### src/common/adc_amp_pkg.sv
// Constants shared by the converter control block: register offsets,
// field positions, reset values, channel codes, timing counts and states.
// Assumes an 8-bit register port and a prescaled converter clock enable.
`default_nettype none
package adc_amp_pkg;
  // Register offsets
  localparam logic [7:0] AMP_CTRL_OFS = 8'h75;
  localparam logic [7:0] RES_LO_OFS   = 8'h78;
  localparam logic [7:0] RES_HI_OFS   = 8'h79;
  localparam logic [7:0] CTRL_A_OFS   = 8'h7a;
  localparam logic [7:0] IN_SEL_OFS   = 8'h7c;
  localparam logic [7:0] GAIN_CAL_OFS = 8'h7e;
  localparam logic [7:0] OFFS_CAL_OFS = 8'h7f;
  // Reset values
  localparam logic [7:0] REG_RESET    = 8'h00;
  localparam logic [9:0] RES_RESET    = 10'h000;
  // Calibration defaults: gain 0x80 is one, offset is two's complement
  localparam logic [7:0] GAIN_CAL_DEF = 8'h80;
  localparam logic [7:0] OFFS_CAL_DEF = 8'h00;
  // Control register A fields
  localparam int EN_BIT    = 7;
  localparam int START_BIT = 6;
  localparam int ATE_BIT   = 5;
  localparam int FLAG_BIT  = 4;
  localparam int IE_BIT    = 3;
  localparam int PS_LSB    = 0;
  // Input select register fields
  localparam int REF_LSB   = 6;
  localparam int ALIGN_BIT = 5;
  localparam int CHAN_LSB  = 0;
  // Amplifier control register fields
  localparam int AMP_EN_BIT  = 7;
  localparam int AMP_SRC_LSB = 4;
  // Channel codes
  localparam logic [4:0] TEMP_CH = 5'h10;
  localparam logic [4:0] AMP0_CH = 5'h0e;
  localparam logic [4:0] AMP1_CH = 5'h0f;
  // Sync source codes
  localparam logic [1:0] SRC_INTERNAL = 2'h0;
  localparam logic [1:0] SRC_STAGE0   = 2'h1;
  localparam logic [1:0] SRC_STAGE1   = 2'h2;
  // Timing in converter clock cycles
  localparam logic [3:0] CONV_CYCLES      = 4'hd;
  localparam logic [3:0] SYNC_CONV_CYCLES = 4'he;
  localparam logic [3:0] CONV_LAST        = CONV_CYCLES - 4'h1;
  localparam logic [3:0] SYNC_CONV_LAST   = SYNC_CONV_CYCLES - 4'h1;
  localparam logic [3:0] SAMPLE_LAST      = 4'h1;
  // Amplifier sync clock is the converter clock divided by eight
  localparam logic [2:0] AMP_RISE_CNT = 3'h3;
  localparam int         AMP_HIGH_BIT = 2;
  // Result layout
  localparam logic [5:0] PAD_ZERO = 6'h00;
  // Sequencer states
  typedef enum logic [1:0] {
    ST_IDLE    = 2'b00,
    ST_SYNC    = 2'b01,
    ST_CONVERT = 2'b10,
    ST_HOLDOFF = 2'b11
  } conv_state_t;
endpackage
`default_nettype wire

### src/logic/adc_result_amp_sync.sv
// Converter control: registers, conversion sequencer, amplifier sync
// clock, result coding and alignment, calibration bytes.
// Assumes the analog core returns offset-binary codes for amplified
// channels and that adc_tick_in is a one-cycle prescaled clock enable.
//
// Functional notes
// - Single-ended result is unsigned ten-bit code
// - Differential result presented in two's complement
// - Result bit nine is sign, one negative
// - Result bytes load when done flag sets
// - Channel 10000 selects and powers temperature sensor
// - Gain byte 0x80 is one; offset signed
// - Amplifier syncs to stage events or clock/8
// - User start takes 13 or 14 cycles
// - Amplifier amplifies once per sync event
// - Start bit write begins amplified conversion
// - Busy amplified conversion locks out other channels
// - Amplifier change in sample aborts, restarts
// - Align bit selects left or right justify
// - Start bit reads one while converting
// - Done flag clears by vector or one-write
// - Auto trigger on amplified channel waits next sync event
`timescale 1ns/1ps
`default_nettype none
module adc_result_amp_sync
  import adc_amp_pkg::*;
#(
  parameter logic [7:0] GAIN_CAL = GAIN_CAL_DEF,
  parameter logic [7:0] OFFS_CAL = OFFS_CAL_DEF
) (
  // Clock and reset
  input  wire logic       core_clk_in,
  input  wire logic       sys_rst_in,
  // Register port
  input  wire logic [7:0] reg_addr_in,
  input  wire logic [7:0] reg_wdata_in,
  input  wire logic       reg_wr_in,
  input  wire logic       reg_rd_in,
  output logic      [7:0] reg_rdata_out,
  // Converter clock and triggers
  input  wire logic       adc_tick_in,
  input  wire logic       trigger_in,
  input  wire logic [1:0] pstage_event_in,
  input  wire logic       vector_taken_in,
  // Analog core
  input  wire logic [9:0] core_result_in,
  input  wire logic       amp_change_in,
  output logic      [4:0] channel_out,
  output logic      [1:0] ref_select_out,
  output logic            temp_sensor_on_out,
  output logic            converter_on_out,
  output logic      [2:0] prescale_sel_out,
  output logic            sample_hold_out,
  output logic            amp_on_out,
  output logic            amp_sync_clock_out,
  output logic            amp_strobe_out,
  output logic            done_request_out
);

  conv_state_t st_q, st_d;
  logic       en_q, en_d;
  logic       ate_q, ate_d;
  logic       flag_q, flag_d;
  logic       ie_q, ie_d;
  logic [2:0] ps_q, ps_d;
  logic [1:0] ref_q, ref_d;
  logic       align_q, align_d;
  logic [4:0] chan_field_q, chan_field_d;
  logic       amp_en_q, amp_en_d;
  logic [1:0] amp_src_q, amp_src_d;
  logic [9:0] res_q, res_d;
  logic [3:0] cnt_q, cnt_d;
  logic [3:0] last_q, last_d;
  logic [4:0] chan_q, chan_d;
  logic [2:0] div_q, div_d;
  logic       strobe_q, strobe_d;
  logic [7:0] rdata_q, rdata_d;
  logic       wr_ctrl;
  logic       sw_start;
  logic       auto_start;
  logic       sync_ev;
  logic       chan_is_amp;
  logic       field_is_amp;
  logic       in_sample;
  logic [7:0] res_hi;
  logic [7:0] res_lo;

  // Amplified channels carry differential data
  function automatic logic is_amp(input logic [4:0] ch);
    is_amp = (ch == AMP0_CH) || (ch == AMP1_CH);
  endfunction

  // Request decode and sync event source
  always_comb
  begin
    wr_ctrl      = reg_wr_in && (reg_addr_in == CTRL_A_OFS);
    sw_start     = wr_ctrl && reg_wdata_in[START_BIT] && en_q;
    auto_start   = ate_q && trigger_in;
    chan_is_amp  = is_amp(chan_q);
    field_is_amp = is_amp(chan_field_q);
    in_sample    = (st_q == ST_CONVERT) && (cnt_q <= SAMPLE_LAST);
    case (amp_src_q)
      SRC_INTERNAL: sync_ev = adc_tick_in && (div_q == AMP_RISE_CNT);
      SRC_STAGE0:   sync_ev = pstage_event_in[0];
      SRC_STAGE1:   sync_ev = pstage_event_in[1];
      default:      sync_ev = 1'b0;
    endcase
  end

  // Result presentation, live in the align bit
  always_comb
  begin
    if (align_q)
    begin
      res_hi = res_q[9:2];
      res_lo = {res_q[1:0], PAD_ZERO};
    end
    else
    begin
      res_hi = {PAD_ZERO, res_q[9:8]};
      res_lo = res_q[7:0];
    end
  end

  // Register writes and read data
  always_comb
  begin
    ate_d        = ate_q;
    en_d         = en_q;
    ie_d         = ie_q;
    ps_d         = ps_q;
    ref_d        = ref_q;
    align_d      = align_q;
    chan_field_d = chan_field_q;
    amp_en_d     = amp_en_q;
    amp_src_d    = amp_src_q;
    rdata_d      = REG_RESET;
    if (wr_ctrl)
    begin
      en_d  = reg_wdata_in[EN_BIT];
      ate_d = reg_wdata_in[ATE_BIT];
      ie_d  = reg_wdata_in[IE_BIT];
      ps_d  = reg_wdata_in[PS_LSB +: 3];
    end
    else if (reg_wr_in && (reg_addr_in == IN_SEL_OFS))
    begin
      ref_d        = reg_wdata_in[REF_LSB +: 2];
      align_d      = reg_wdata_in[ALIGN_BIT];
      chan_field_d = reg_wdata_in[CHAN_LSB +: 5];
    end
    else if (reg_wr_in && (reg_addr_in == AMP_CTRL_OFS))
    begin
      amp_en_d  = reg_wdata_in[AMP_EN_BIT];
      amp_src_d = reg_wdata_in[AMP_SRC_LSB +: 2];
    end
    if (reg_rd_in)
    begin
      if (reg_addr_in == CTRL_A_OFS)
      begin
        rdata_d[EN_BIT]        = en_q;
        rdata_d[START_BIT]     = (st_q != ST_IDLE);
        rdata_d[ATE_BIT]       = ate_q;
        rdata_d[FLAG_BIT]      = flag_q;
        rdata_d[IE_BIT]        = ie_q;
        rdata_d[PS_LSB +: 3]   = ps_q;
      end
      else if (reg_addr_in == IN_SEL_OFS)
        rdata_d = {ref_q, align_q, chan_field_q};
      else if (reg_addr_in == AMP_CTRL_OFS)
      begin
        rdata_d[AMP_EN_BIT]         = amp_en_q;
        rdata_d[AMP_SRC_LSB +: 2]   = amp_src_q;
      end
      else if (reg_addr_in == RES_LO_OFS)
        rdata_d = res_lo;
      else if (reg_addr_in == RES_HI_OFS)
        rdata_d = res_hi;
      else if (reg_addr_in == GAIN_CAL_OFS)
        rdata_d = GAIN_CAL;
      else if (reg_addr_in == OFFS_CAL_OFS)
        rdata_d = OFFS_CAL;
      else
        rdata_d = REG_RESET;
    end
  end

  // Amplifier sync clock divider and amplification strobe
  always_comb
  begin
    div_d    = adc_tick_in ? div_q + 3'h1 : div_q;
    strobe_d = amp_en_q && sync_ev;
  end

  // Conversion sequencer, result capture and done flag
  always_comb
  begin
    st_d   = st_q;
    cnt_d  = cnt_q;
    last_d = last_q;
    chan_d = chan_q;
    res_d  = res_q;
    flag_d = flag_q;
    if ((wr_ctrl && reg_wdata_in[FLAG_BIT]) || vector_taken_in)
      flag_d = 1'b0;
    case (st_q)
      ST_IDLE:
      begin
        chan_d = chan_field_q;
        cnt_d  = 4'h0;
        if (sw_start)
        begin
          st_d   = ST_CONVERT;
          last_d = (field_is_amp && div_q[AMP_HIGH_BIT]) ? SYNC_CONV_LAST : CONV_LAST;
        end
        else if (auto_start && en_q)
        begin
          last_d = CONV_LAST;
          st_d   = field_is_amp ? ST_SYNC : ST_CONVERT;
        end
      end
      ST_SYNC:
      begin
        // A newer trigger re-arms, so start follows the latest one
        if (sync_ev && !auto_start)
        begin
          st_d = ST_CONVERT;
        end
      end
      ST_CONVERT:
      begin
        // Starts of any channel are not taken here
        if (chan_is_amp && in_sample && amp_change_in)
        begin
          st_d  = ST_HOLDOFF;
          cnt_d = 4'h0;
        end
        else if (adc_tick_in)
        begin
          if (cnt_q == last_q)
          begin
            st_d   = ST_IDLE;
            flag_d = 1'b1;
            if (chan_is_amp)
            begin
              res_d = {~core_result_in[9], core_result_in[8:0]};
            end
            else
            begin
              res_d = core_result_in;
            end
          end
          else
          begin
            cnt_d = cnt_q + 4'h1;
          end
        end
      end
      ST_HOLDOFF:
      begin
        if (!amp_change_in)
        begin
          st_d   = ST_CONVERT;
          last_d = CONV_LAST;
        end
      end
      default:
      begin
        st_d = ST_IDLE;
      end
    endcase
  end

  // State registers
  always_ff @(posedge core_clk_in)
  begin
    if (sys_rst_in)
    begin
      st_q         <= ST_IDLE;
      en_q         <= 1'b0;
      ate_q        <= 1'b0;
      flag_q       <= 1'b0;
      ie_q         <= 1'b0;
      ps_q         <= 3'h0;
      ref_q        <= 2'h0;
      align_q      <= 1'b0;
      chan_field_q <= 5'h00;
      amp_en_q     <= 1'b0;
      amp_src_q    <= SRC_INTERNAL;
      res_q        <= RES_RESET;
      cnt_q        <= 4'h0;
      last_q       <= CONV_LAST;
      chan_q       <= 5'h00;
      div_q        <= 3'h0;
      strobe_q     <= 1'b0;
      rdata_q      <= REG_RESET;
    end
    else
    begin
      st_q         <= st_d;
      en_q         <= en_d;
      ate_q        <= ate_d;
      flag_q       <= flag_d;
      ie_q         <= ie_d;
      ps_q         <= ps_d;
      ref_q        <= ref_d;
      align_q      <= align_d;
      chan_field_q <= chan_field_d;
      amp_en_q     <= amp_en_d;
      amp_src_q    <= amp_src_d;
      res_q        <= res_d;
      cnt_q        <= cnt_d;
      last_q       <= last_d;
      chan_q       <= chan_d;
      div_q        <= div_d;
      strobe_q     <= strobe_d;
      rdata_q      <= rdata_d;
    end
  end

  // Outputs
  assign reg_rdata_out      = rdata_q;
  assign channel_out        = chan_q;
  assign ref_select_out     = ref_q;
  assign temp_sensor_on_out = (chan_q == TEMP_CH);
  assign converter_on_out   = en_q;
  assign prescale_sel_out   = ps_q;
  assign sample_hold_out    = in_sample;
  assign amp_on_out         = amp_en_q;
  assign amp_sync_clock_out = div_q[AMP_HIGH_BIT];
  assign amp_strobe_out     = strobe_q;
  assign done_request_out   = flag_q && ie_q;

endmodule
`default_nettype wire

### config.mk
export PLATFORM = sky130hd
export DESIGN_NAME = adc_result_amp_sync
export DESIGN_NICKNAME = d
export VERILOG_FILES = /design/src/common/adc_amp_pkg.sv /design/src/logic/adc_result_amp_sync.sv
export SDC_FILE = /design/constraint.sdc
export NUM_CORES = 1
export LEC_CHECK = 0
export BUFFER_PORTS_ARGS = -buffer_cell sky130_fd_sc_hd__buf_2
export CAP_MARGIN = 20
export CORE_AREA = 3 3 80 82
export DETAILED_ROUTE_END_ITERATION = 8
export DIE_AREA = 0 0 83 85
export GPL_ROUTABILITY_DRIVEN = 0
export PLACE_DENSITY = 0.66
export SLEW_MARGIN = 20
export SYNTH_ARGS = -nofsm -noshare
export SYNTH_HDL_FRONTEND = slang
export SYNTH_SLANG_ARGS = --single-unit
### constraint.sdc
create_clock -name core_clk_in -period 5.2 [get_ports core_clk_in]
set_input_delay 0 -clock core_clk_in [delete_from_list [all_inputs] [get_ports core_clk_in]]
set_output_delay 0 -clock core_clk_in [all_outputs]
set_load 0.05 [all_outputs]
==> run summary <==
TritonRoute pass-1 iters: 4
I/O pin count: 61
Fill cells: 561
Pre-CTS WS: 2510 ps
Vertical die dimension: 85 um
Leading register cell type out of synthesis: sky130_fd_sc_hd__dfxtp_1
Grt total ovfl: 0
Post-CTS Setup Repair Bufs: 0
Worst clock skew: 9.07 ps
Wire length of the first global-routing pass: 11.0 mm
FF-to-FF End: res_q[0]
Buffers on Ports: 60
Yosys cell types: 51
Endpoint type of the worst setup path: register
Worst-margin pin slew: 861 ps
Count of endpoints failing setup in the final report: 0
DRC: 0
Worst IR drop on VDD: 0.133 mV
Length in cells of the worst reg-to-reg path: 7
Start point of the critical path: st_q[0]
Maximum Capacitance Violations: 0
Clock root buffer: sky130_fd_sc_hd__clkbuf_8
Cells after Synth: 292
Final setup margin: 2510 ps
Setup repair after global routing missed its margin: false
CTS H-Tree Depth: 2
Bufs on Longest Clock Path: 2
Post-synthesis cell area: 2600 sq um
Power per cell area: 255 nW/um^2
Post-route ant nets: 0
Clock tree from TritonCTS: done
End point of the critical path: res_q[0]
Starting Density: 0.446
Hpwl dp: 4.89 mm
Number of warnings printed during yosys synthesis: 0
Clock sink total: 52
Worst Path Required: 5370 ps
Fraction of the cycle the final worst path needs: 0.518
EDFF count, synth: 0
Core Box Area: 5820 sq um
Leakage dissipation: 1.39 nW
Mean area per synthesized cell: 8.89 sq um
Critical register-to-register path startpoint: st_q[0]
Post-DR vias/cell: 5.53
Final total negative setup slack: 0 ps
Start-to-end type of the worst setup path: register to register
Total power: 0.818 mW
GR met2 Demand/Resource: 0.304
Diodes inserted: 0
Gr busiest metal: met2
Final critical-path required period: 2690 ps
Vias in the first global route: 2216
Cell taking the most area after synthesis: sky130_fd_sc_hd__dfxtp_1
Floorplan die area: 7060 sq um
Worst-skew pair later-pin latency: 310 ps
Share of flip-flops with an asynchronous set or reset after synthesis: 0
Hold Crit Class: input pin to register
Fraction of layout cells with a size suffix above 1: 0.212
Initial antenna violation count: 0
Highest attainable clock frequency: 371 MHz
Final Hold Slack: 61.2 ps
Met1 capacity usage during global routing: 0.264
Biggest fanout along the worst timing path: 11
Sequential fraction of the synthesis area: 0.401
Number of DRC markers after the initial detailed-route iteration: 121
Met3 global-route usage: 0.0408
Avg WL per Cell: 15.2 um
Maximum number of pins on one net before global-route repair: 48
Synth Net Count: 337
Routed WL: 6.67 mm
Width of the die: 83 um
Clock buffers created by TritonCTS: 5
Share of the synthesized area in the top cell type: 0.401
Minimum setup slack among reg-to-reg paths: 2510 ps
Clock transition at path regs: 100 ps
Tightest slew margin relative to the limit: 0.426
Number of hold violations in the final report: 0
Leading cell types by total area after synthesis: sky130_fd_sc_hd__dfxtp_1, sky130_fd_sc_hd__mux2i_1, sky130_fd_sc_hd__nor2_1
Max-slew violation count: 0
Vias after detailed routing: 2424
Result of the run: completed
Flops & latches, synth: 52
Crit start category: register
GR Util All Layers: 0.193
Post-layout net count: 407
CP arrival: 2860 ps
Count of standard-cell rows: 28
Syn-to-layout area delta: 23.5%
-- how the worst min path moves through the flow --
| stage | depth (start not counted) | to | startpoint |
|---|---|---|---|
| finish | 4 | res_q[9] | core_result_in[9] |
| global route | 4 | res_q[9] | core_result_in[9] |
| CTS | 3 | prescale_sel_out[1] | reg_wr_in |
| detailed placement | 3 | res_q[1] | core_result_in[1] |
| global placement | 3 | res_q[5] | core_result_in[5] |
| floorplan | 2 | res_q[0] | core_result_in[0] |
-- kinds of logic (layout without fill, tap and decap cells) --
| group | Yosys count | count (layout) | share of synthesized area |
|---|---|---|---|
| AO/OA/AOI/OAI | 60 | 60 | 0.160 |
| XOR/XNOR | 3 | 3 | 0.0101 |
| adder cells (fa/ha/maj) | 9 | 9 | 0.0434 |
| buffers and inverters | 25 | 96 | 0.0395 |
| flip-flops | 52 | 52 | 0.401 |
| multiplexers | 31 | 31 | 0.120 |
| AND/OR/NAND/NOR | 112 | 112 | 0.226 |
-- through the flow --
| stage | utilization | instances | instance area [sq um] |
|---|---|---|---|
| 2_1_floorplan | - | 292 | 2600 |
| 3_3_place_gp | 0.502 | 411 | 2920 |
| 3_5_place_dp | 0.502 | 411 | 2920 |
| 4_1_cts | 0.551 | 438 | 3210 |
| 5_1_grt | 0.551 | 438 | 3210 |
| 6_report | 0.551 | 438 | 3210 |
-- layout by cell type (no fill, tap or decap), types with 2 or more instances in the layout --
cell type and count:
sky130_fd_sc_hd__a21bo_2 2, sky130_fd_sc_hd__and2_1 5, sky130_fd_sc_hd__a22oi_1 4, sky130_fd_sc_hd__inv_1 9, sky130_fd_sc_hd__clkbuf_8 6, sky130_fd_sc_hd__a21oi_1 19, sky130_fd_sc_hd__buf_2 60, sky130_fd_sc_hd__nand3_1 14
sky130_fd_sc_hd__nand2_1 17, sky130_fd_sc_hd__and4b_1 2, sky130_fd_sc_hd__nor3_1 3, sky130_fd_sc_hd__a22o_1 3, sky130_fd_sc_hd__a32oi_1 3, sky130_fd_sc_hd__nand2b_1 6, sky130_fd_sc_hd__and3_1 6, sky130_fd_sc_hd__dlygate4sd3_1 19
sky130_fd_sc_hd__o22ai_1 2, sky130_fd_sc_hd__o21a_1 2, sky130_fd_sc_hd__mux2i_1 29, sky130_fd_sc_hd__nor2_1 38, sky130_fd_sc_hd__nand4b_1 2, sky130_fd_sc_hd__dfxtp_1 52, sky130_fd_sc_hd__nand3b_1 2, sky130_fd_sc_hd__nand4_1 2
sky130_fd_sc_hd__xnor2_1 2, sky130_fd_sc_hd__nor4b_1 2, sky130_fd_sc_hd__ha_1 9, sky130_fd_sc_hd__o31ai_1 4, sky130_fd_sc_hd__mux2_2 2, sky130_fd_sc_hd__a211oi_1 2, sky130_fd_sc_hd__o21ai_0 8, sky130_fd_sc_hd__a221oi_1 5
sky130_fd_sc_hd__nor2b_1 3
-- state kept, by name (all words and copies together) (netlist names), 2 cells and up --
name              cells
st_q                  2
chan_field_q          5
amp_src_q             2
channel_out           5
ref_select_out        2
prescale_sel_out      3
div_q                 3
reg_rdata_out         8
cnt_q                 4
res_q                10
-- where the power goes --
group,internal (mW),switching [mW]
Clock,0.108,0.135
Combinational,0.0680,0.0917
Sequential,0.406,0.00901
-- what timing repair did --
item / 4_1_cts / 5_1_grt
resized for setup: 0 / 0
hold endpoints to repair: 28 / 0
hold buffers: 19 / 0
-- synth_stat cells, types with 3 or more instances --
master and count:
sky130_fd_sc_hd__a21oi_1 19, sky130_fd_sc_hd__and3_1 6, sky130_fd_sc_hd__o21ai_0 8, sky130_fd_sc_hd__inv_1 9, sky130_fd_sc_hd__nand2b_1 6, sky130_fd_sc_hd__dfxtp_1 52
sky130_fd_sc_hd__ha_1 9, sky130_fd_sc_hd__a22oi_1 4, sky130_fd_sc_hd__o31ai_1 4, sky130_fd_sc_hd__and2_1 5, sky130_fd_sc_hd__clkbuf_1 12, sky130_fd_sc_hd__nand2_1 17
sky130_fd_sc_hd__a22o_1 3, sky130_fd_sc_hd__a221oi_1 5, sky130_fd_sc_hd__mux2i_1 29, sky130_fd_sc_hd__nand3_1 14, sky130_fd_sc_hd__nor3_1 3, sky130_fd_sc_hd__nor2_1 38
sky130_fd_sc_hd__a32oi_1 3, sky130_fd_sc_hd__nor2b_1 3
-- area by class of cell --
type / instances / area, sq um / area share
clock inverters: 1 / 7.51 / 0.00234
flip-flops and latches: 52 / 1040 / 0.325
multi-input cells: 215 / 1450 / 0.453
clock buffers: 7 / 86.3 / 0.0269
repair buffers: 79 / 490 / 0.153
well taps: 75 / 93.8 / 0.0293
inverters: 9 / 33.8 / 0.0105
-- layer usage --
metal / wire length [um] / vias to the layer above
met5: 0 / -
met4: 102 / 0
met3: 354 / 8
met2: 3140 / 74
met1: 3080 / 1145
li1: - / 1197
-- worst max-delay path, cell delays in order (launching register included) --
cell	delay, ps
sky130_fd_sc_hd__dfxtp_1	350
sky130_fd_sc_hd__inv_1	80
sky130_fd_sc_hd__ha_1	290
sky130_fd_sc_hd__or3b_1	410
sky130_fd_sc_hd__or4_4	540
sky130_fd_sc_hd__nand3_1	550
sky130_fd_sc_hd__mux2i_1	260
sky130_fd_sc_hd__nor2_1	60
Power figures use the tool's default switching activity.
